**src/oml_pkg.sv**
```systemverilog
// Constants and types shared by the optical module control and status logic
package oml_pkg;
  // 7-bit management device addresses of the two pages (8-bit forms a0, a2)
  localparam logic [6:0] DEV_ID = 7'h50;
  localparam logic [6:0] DEV_DIAG = 7'h51;
  localparam logic PAGE_ID = 1'b0;
  localparam logic PAGE_DIAG = 1'b1;
  localparam int PAGE_BYTES = 256;
  // Control/status byte in the diagnostic page and its fields
  localparam logic [7:0] CS_OFFSET = 8'h6e;
  localparam int CS_PIN_DISABLE_BIT = 7;
  localparam int CS_SOFT_DISABLE_BIT = 6;
  localparam int CS_TX_FAULT_BIT = 2;
  localparam int CS_RX_LOST_BIT = 1;
  localparam logic CS_SOFT_DISABLE_RST = 1'b0;
  // Transmit-off input reads as asserted until first sampled after reset
  localparam logic PIN_DISABLE_RST = 1'b1;
  localparam logic TX_FAULT_RST = 1'b0;
  localparam logic RX_LOST_RST = 1'b0;
  localparam int BYTE_BITS = 8;

  typedef enum logic [3:0] {
    MG_IDLE = 4'h0,
    MG_DEV = 4'h1,
    MG_ACK_DEV = 4'h2,
    MG_WORD = 4'h3,
    MG_ACK_WORD = 4'h4,
    MG_WRITE = 4'h5,
    MG_ACK_WR = 4'h6,
    MG_ACK_RD = 4'h7,
    MG_READ = 4'h8,
    MG_MACK = 4'h9
  } oml_mgmt_st_t;
endpackage : oml_pkg

```
**src/oml_ctrl_if.sv**
```systemverilog
// Signals between the management engine and the transmitter control
`timescale 1ns/1ps
interface oml_ctrl_if;
  logic soft_disable;
  logic pin_disable;
  logic tx_fault;
  logic rx_lost;
  modport mgmt (output soft_disable, input pin_disable, tx_fault, rx_lost);
  modport txc (input soft_disable, output pin_disable, tx_fault, rx_lost);
endinterface : oml_ctrl_if

```
**src/oml_top.sv**
```systemverilog
// Optical module control/status with two-page 2-wire management port
//
// Contract
// - Transmitter is off while the transmit-off input is high.
// - Transmit-off defaults to disabled until the host drives it low.
// - Bit 6 of byte 110 disables; bit 7 shows transmit-off state.
// - Software bit 6 and hardware transmit-off are ORed.
// - A catastrophic laser fault raises the fault output and stops the laser.
// - Fault latches; cleared only by toggling transmit-off or power cycle.
// - Fault output low when healthy, high on fault; open collector.
// - Transmitter fault readable as bit 2 of byte 110.
// - Loss-of-signal output high when optical input is unusable.
// - Loss-of-signal readable as bit 1 of byte 110.
// - Two 256-byte pages: identification at a0, diagnostics at a2.
// - Management port follows 2-wire serial EEPROM protocol, host is master.
// - Eye-safety monitor disables the transmitter on an unsafe condition.
`timescale 1ns/1ps
module oml_top #(
  parameter logic [255:0][7:0] ID_CONTENT = '0
) (
  input wire logic clk,
  input wire logic arst_n,
  input wire logic scl,
  input wire logic sda_i,
  output logic sda_o,
  output logic sda_oe,
  input wire logic tx_disable_pin,
  input wire logic laser_fault_detect,
  input wire logic eye_unsafe,
  input wire logic rx_signal_weak,
  output logic laser_enable,
  output logic tx_fault_o,
  output logic tx_fault_oe,
  output logic receive_signal_lost
);
  typedef struct packed {
    oml_pkg::oml_mgmt_st_t st;
    logic [3:0] bitcnt;
    logic [7:0] shreg;
    logic [7:0] ptr;
    logic page;
    logic scl_q;
    logic sda_q;
    logic sda_oe;
    logic soft_dis;
    logic [oml_pkg::PAGE_BYTES-1:0][7:0] diag;
  } oml_mgmt_state_t;

  logic [1:0] rst_sync;
  logic rst_n;
  oml_mgmt_state_t r;
  oml_mgmt_state_t next_r;
  logic scl_rise;
  logic scl_fall;
  logic start_cond;
  logic stop_cond;
  logic [7:0] rd_val;
  logic [7:0] cs_live;
  logic [7:0] ptr_inc;

  oml_ctrl_if ctl ();

  // Reset released through two flops; asserted at once
  always_ff @(posedge clk or negedge arst_n) begin
    if (!arst_n) begin
      rst_sync <= 2'h0;
    end else begin
      rst_sync <= {rst_sync[0], 1'b1};
    end
  end
  assign rst_n = rst_sync[1];

  oml_tx_ctrl u_tx_ctrl (
    .clk(clk),
    .rst_n(rst_n),
    .tx_disable_pin(tx_disable_pin),
    .laser_fault_detect(laser_fault_detect),
    .eye_unsafe(eye_unsafe),
    .rx_signal_weak(rx_signal_weak),
    .ctl(ctl),
    .laser_enable(laser_enable),
    .tx_fault_oe(tx_fault_oe),
    .receive_signal_lost(receive_signal_lost)
  );

  assign ctl.soft_disable = r.soft_dis;

  // Byte 110 is assembled from live state, never from stored copies
  always_comb begin
    cs_live = 8'h00;
    cs_live[oml_pkg::CS_PIN_DISABLE_BIT] = ctl.pin_disable;
    cs_live[oml_pkg::CS_SOFT_DISABLE_BIT] = r.soft_dis;
    cs_live[oml_pkg::CS_TX_FAULT_BIT] = ctl.tx_fault;
    cs_live[oml_pkg::CS_RX_LOST_BIT] = ctl.rx_lost;
  end

  always_comb begin
    if (r.page == oml_pkg::PAGE_ID) begin
      rd_val = ID_CONTENT[r.ptr];
    end else if (r.ptr == oml_pkg::CS_OFFSET) begin
      rd_val = cs_live;
    end else begin
      rd_val = r.diag[r.ptr];
    end
  end

  assign ptr_inc = r.ptr + 8'h01;
  assign scl_rise = scl & ~r.scl_q;
  assign scl_fall = ~scl & r.scl_q;
  assign start_cond = scl & r.scl_q & r.sda_q & ~sda_i;
  assign stop_cond = scl & r.scl_q & ~r.sda_q & sda_i;

  always_comb begin
    next_r = r;
    next_r.scl_q = scl;
    next_r.sda_q = sda_i;
    if (start_cond) begin
      next_r.st = oml_pkg::MG_DEV;
      next_r.bitcnt = 4'h0;
      next_r.sda_oe = 1'b0;
    end else if (stop_cond) begin
      next_r.st = oml_pkg::MG_IDLE;
      next_r.sda_oe = 1'b0;
    end else begin
      unique case (r.st)
        oml_pkg::MG_IDLE: begin
          next_r.sda_oe = 1'b0;
        end
        oml_pkg::MG_DEV, oml_pkg::MG_WORD, oml_pkg::MG_WRITE: begin
          if (scl_rise && r.bitcnt != 4'(oml_pkg::BYTE_BITS)) begin
            next_r.shreg = {r.shreg[6:0], sda_i};
            next_r.bitcnt = r.bitcnt + 4'h1;
          end else if (scl_fall && r.bitcnt == 4'(oml_pkg::BYTE_BITS)) begin
            next_r.bitcnt = 4'h0;
            next_r.sda_oe = 1'b1;
            if (r.st == oml_pkg::MG_DEV) begin
              // Only the two page addresses are answered; others get no ack
              if (r.shreg[7:1] == oml_pkg::DEV_ID
                  || r.shreg[7:1] == oml_pkg::DEV_DIAG) begin
                next_r.page = r.shreg[1];
                next_r.st = r.shreg[0] ? oml_pkg::MG_ACK_RD
                                       : oml_pkg::MG_ACK_DEV;
              end else begin
                next_r.sda_oe = 1'b0;
                next_r.st = oml_pkg::MG_IDLE;
              end
            end else if (r.st == oml_pkg::MG_WORD) begin
              next_r.ptr = r.shreg;
              next_r.st = oml_pkg::MG_ACK_WORD;
            end else begin
              // Identification page is read-only; writes are acked, dropped
              if (r.page == oml_pkg::PAGE_DIAG) begin
                if (r.ptr == oml_pkg::CS_OFFSET) begin
                  next_r.soft_dis =
                    r.shreg[oml_pkg::CS_SOFT_DISABLE_BIT];
                end else begin
                  next_r.diag[r.ptr] = r.shreg;
                end
              end
              next_r.ptr = ptr_inc;
              next_r.st = oml_pkg::MG_ACK_WR;
            end
          end
        end
        oml_pkg::MG_ACK_DEV, oml_pkg::MG_ACK_WORD, oml_pkg::MG_ACK_WR: begin
          if (scl_fall) begin
            next_r.sda_oe = 1'b0;
            next_r.bitcnt = 4'h0;
            next_r.st = (r.st == oml_pkg::MG_ACK_DEV) ? oml_pkg::MG_WORD
                                                      : oml_pkg::MG_WRITE;
          end
        end
        oml_pkg::MG_ACK_RD: begin
          // Load the byte and put its top bit out while the clock is low
          if (scl_fall) begin
            next_r.shreg = rd_val;
            next_r.ptr = ptr_inc;
            next_r.sda_oe = ~rd_val[7];
            next_r.bitcnt = 4'h1;
            next_r.st = oml_pkg::MG_READ;
          end
        end
        oml_pkg::MG_READ: begin
          if (scl_fall) begin
            if (r.bitcnt == 4'(oml_pkg::BYTE_BITS)) begin
              next_r.sda_oe = 1'b0;
              next_r.st = oml_pkg::MG_MACK;
            end else begin
              next_r.shreg = {r.shreg[6:0], 1'b0};
              next_r.sda_oe = ~r.shreg[6];
              next_r.bitcnt = r.bitcnt + 4'h1;
            end
          end
        end
        oml_pkg::MG_MACK: begin
          // Master ack continues sequential read, nack ends it
          if (scl_rise) begin
            next_r.st = sda_i ? oml_pkg::MG_IDLE : oml_pkg::MG_ACK_RD;
          end
        end
        default: begin
          next_r.st = oml_pkg::MG_IDLE;
          next_r.sda_oe = 1'b0;
        end
      endcase
    end
  end

  always_ff @(posedge clk or negedge rst_n) begin
    if (!rst_n) begin
      r.st <= oml_pkg::MG_IDLE;
      r.bitcnt <= 4'h0;
      r.shreg <= 8'h00;
      r.ptr <= 8'h00;
      r.page <= oml_pkg::PAGE_ID;
      r.scl_q <= 1'b1;
      r.sda_q <= 1'b1;
      r.sda_oe <= 1'b0;
      r.soft_dis <= oml_pkg::CS_SOFT_DISABLE_RST;
      r.diag <= '0;
    end else begin
      r <= next_r;
    end
  end

  // Open-drain pins only ever pull low
  always_ff @(posedge clk or negedge rst_n) begin
    if (!rst_n) begin
      sda_o <= 1'b0;
      tx_fault_o <= 1'b0;
    end else begin
      sda_o <= 1'b0;
      tx_fault_o <= 1'b0;
    end
  end

  assign sda_oe = r.sda_oe;
endmodule : oml_top

```
**src/oml_tx_ctrl.sv**
```systemverilog
// Transmitter enable, latched laser fault and loss-of-signal status
`timescale 1ns/1ps
module oml_tx_ctrl (
  input wire logic clk,
  input wire logic rst_n,
  input wire logic tx_disable_pin,
  input wire logic laser_fault_detect,
  input wire logic eye_unsafe,
  input wire logic rx_signal_weak,
  oml_ctrl_if.txc ctl,
  output logic laser_enable,
  output logic tx_fault_oe,
  output logic receive_signal_lost
);
  typedef struct packed {
    logic pin_dis;
    logic fault;
    logic los;
    logic laser_en;
    logic fault_oe;
  } oml_txc_state_t;

  oml_txc_state_t r;
  oml_txc_state_t next_r;
  logic fault_now;
  logic pin_rise;

  always_comb begin
    next_r = r;
    // Eye-safety trip counts as a fault so it needs the same reset cycle
    fault_now = laser_fault_detect | eye_unsafe;
    pin_rise = tx_disable_pin & ~r.pin_dis;
    next_r.pin_dis = tx_disable_pin;
    // Set wins over a clearing toggle in the same cycle
    next_r.fault = fault_now | (r.fault & ~pin_rise);
    next_r.los = rx_signal_weak;
    next_r.laser_en = ~(tx_disable_pin | ctl.soft_disable | fault_now
                        | next_r.fault);
    // Open collector: pull low while healthy, release on fault
    next_r.fault_oe = ~next_r.fault;
  end

  always_ff @(posedge clk or negedge rst_n) begin
    if (!rst_n) begin
      r.pin_dis <= oml_pkg::PIN_DISABLE_RST;
      r.fault <= oml_pkg::TX_FAULT_RST;
      r.los <= oml_pkg::RX_LOST_RST;
      r.laser_en <= 1'b0;
      r.fault_oe <= 1'b1;
    end else begin
      r <= next_r;
    end
  end

  assign ctl.pin_disable = r.pin_dis;
  assign ctl.tx_fault = r.fault;
  assign ctl.rx_lost = r.los;
  assign laser_enable = r.laser_en;
  assign tx_fault_oe = r.fault_oe;
  assign receive_signal_lost = r.los;
endmodule : oml_tx_ctrl

```
**config.mk**
```make
export PLATFORM = sky130hd
export DESIGN_NAME = oml_top
export DESIGN_NICKNAME = d
export VERILOG_FILES = /design/src/oml_pkg.sv /design/src/oml_ctrl_if.sv /design/src/oml_top.sv /design/src/oml_tx_ctrl.sv
export SDC_FILE = /design/constraint.sdc
export NUM_CORES = 2
export LEC_CHECK = 0
export BUFFER_PORTS_ARGS = -buffer_cell sky130_fd_sc_hd__buf_2
export CELL_PAD_IN_SITES_DETAIL_PLACEMENT = 1
export CELL_PAD_IN_SITES_GLOBAL_PLACEMENT = 1
export CORE_ASPECT_RATIO = 1.1
export CORE_MARGIN = 2
export CORE_UTILIZATION = 55
export DETAILED_ROUTE_END_ITERATION = 16
export PLACE_DENSITY = 0.82
export REMOVE_ABC_BUFFERS = 1
export SLEW_MARGIN = 20
export SYNTH_ARGS = -nofsm -noshare
export SYNTH_HDL_FRONTEND = slang
export SYNTH_SLANG_ARGS = --single-unit
```
**constraint.sdc**
```tcl
create_clock -name clk -period 175.5 [get_ports clk]
set_input_delay 26.325 -clock clk [delete_from_list [all_inputs] [get_ports clk]]
set_output_delay 26.325 -clock clk [all_outputs]
set_load 0.02 [all_outputs]
```
==> results_dict.tcl <==
set metrics [dict create \
    numCtsBuffers 208 \
    critPathKind "input pin to flip-flop" \
    synth_cell_types 74 \
    worst_pin_slew_ps 1350 \
    grtUsageTotal 0.338 \
    grt_start_max_net_pins 193 \
    fillers 15100 \
    cts.hold.buffers_added 0 \
    slew_headroom 0.101 \
    clkSinkCount 2084 \
    multi_input_area_um2 41100 \
    fp.dieArea_um2 177000 \
    root_buffer "clkbuf_16" \
    dpl_cell_area_um2 97300 \
    crit_fanout 16 \
    start_util 0.552 \
    via_count 57900 \
    rows 160 \
    syn_area_um2 95300 \
    final_cell_area_um2 104000 \
    crit_required_ps 176260 \
    insertion_delay_ps 880 \
    gp_congestion 0.968 \
    grt_pass1_wl_um 439000 \
    startpoint_type "input pin" \
    leakage_nw 50.5 \
    dpl.hpwl_um 181000 \
    fin_nets 6046 \
    dominantRegCellSynth "dfrtp_1" \
    tns_ps 0 \
    cts_tree "done" \
    grt_pass1_vias 62900 \
    antenna_found_initial 18 \
    status "finished, final reports clean" \
    rsz0062_at_grt "false" \
    ys_seq_area_frac 0.547 \
    fin_crit_sh 0.168 \
    wl_per_cell_um 35.0 \
    postCtsSetupBuffers 0 \
    crit_path_end_kind "flip-flop" \
    cts_resized 0 \
    drv_cap 0 \
    postSynthAreaPerCell_um2 15.4 \
    ant_nets 0 \
    die_y_um 441 \
    grt_overflow 0 \
    drt_first_pass_iters 7 \
    peakVddDrop_mv 0.0134 \
    ys.warnings.count 0 \
    power.density_nw_per_um2 9.88 \
    post-route-drc-count 0 \
    vias_per_cell 6.83 \
    fin_worst_hold_slack_ps 352 \
    cp.arrival_ps 30190 \
    final_layout_size_suffix_gt1_frac 0.494 \
    synthToLayoutAreaGrowth_pct 9.32 \
    die_x_um 401 \
    hold_viol 0 \
    hold_class "flip-flop to flip-flop" \
    setup_viol 0 \
    ys_ff_latch 2084 \
    slew_viol_final 0 \
    path_clk_slew_ps 60 \
    min_period_ps 29430 \
    final_cell_mix "2066 x dfrtp_1, 2025 x mux2_2, 524 x mux4_2" \
    io_pins 14 \
    netlist_instances 6179 \
    synth_top_cell_by_area "dfrtp_1" \
    clockBufferDepth 3 \
    synth_edf_count 0 \
    async_flop_share 1.00 \
    port_buffers 11 \
    fin_skew_ps 35.3 \
    htreeDepth 4 \
    synthTopCellsByArea "dfrtp_1 55%, mux2_2 24%, mux4_2 12%, mux2i_1 1.6%, nand2_1 1.4%" \
    final-seq-area_um2 52200 \
    drtIter0Drc 5445 \
    drt-total-wl_um 297000 \
    mostFrequentLayoutCell "dfrtp_1" \
    synth.top_cell.area_share 0.546 \
    timing.fmax_mhz 34.0 \
    core_um2 173000 \
]
-- worst max-delay path: stages --
cell and delay [ps]:
buf_2 140, nor2b_1 250, nand2_1 180, nor4_4 880, nand2_1 470, nor2_2 850, nand2_1 610, mux2_2 450
-- metal layers --
layer / global-route usage / wire, µm / vias up
li1: - / - / 22800
met1: 0.427 / 113000 / 31700
met2: 0.533 / 140000 / 2455
met3: 0.0884 / 24700 / 848
met4: 0.193 / 18700 / 14
met5: 0 / 94 / -
-- where the power goes --
group | internal, mW | switching [mW]
clock network | 0.258 | 0.193
logic | 0.00968 | 0.0718
registers | 0.482 | 0.0157
-- cell families after synthesis --
family          count (synthesis)  share of synthesized area
buf+inv                       499                     0.0224
mux                          2724                      0.382
simple gates                  581                     0.0278
flops                        2084                      0.547
xor+xnor                        1                  0.0000919
fa+ha+maj                       7                   0.000892
compound gates                281                     0.0201
other cells                     2                  0.0000788
-- cells in the mapped netlist (all sizes together) (11+ instances only) --
library cell,number
nand3,31
a21oi,41
a22o,12
dfrtp,2080
a22oi,35
nand2,358
mux2,2045
mux2i,155
and2,20
buf,144
nor3,17
a211oi,16
nor4,11
inv,16
clkbuf,339
nand4,27
and3,12
o22ai,49
nand2b,14
o21ai,48
nor2b,19
a31oi,12
nor2,49
mux4,524
-- through the flow --
stage / total power, mW / instances / utilization / setup WS [ps]
4_1_cts: 1.03 / 8459 / 0.604 / 146140
3_3_place_gp: 0.581 / 8088 / 0.564 / 145260
3_5_place_dp: 0.585 / 8089 / 0.564 / 145390
5_1_grt: 1.06 / 8461 / 0.604 / 146090
6_report: 1.03 / 8467 / 0.604 / 146070
2_1_floorplan: 0.538 / 5697 / - / 113110
-- worst paths after layout --
kind / slack (ps) / end / from / cells after the start
worst min register to register: 350 / rst_sync[1] / rst_sync[0] / 0
worst max register to register: 168130 / sda_oe / r[2054] / 13
worst max-delay path: 146070 / flip-flop / scl / 8
max in group asynchronous: 150150 / rst_sync[1] / arst_n / 1
worst min-delay path: 350 / rst_sync[1] / rst_sync[0] / 0
min in group asynchronous: 380 / async pin / rst_sync[1] / 0
-- cell type report --
cell class,instances,share of cell area
clock inverter,56,0.00648
sequential,2084,0.501
antenna,7,0.000168
tap,2268,0.0272
inverter,16,0.000648
clock buffer,314,0.0591
multi-input combinational,3597,0.395
timing repair buffer,125,0.0107
No activity file was read; power rests on OpenSTA's default activity.
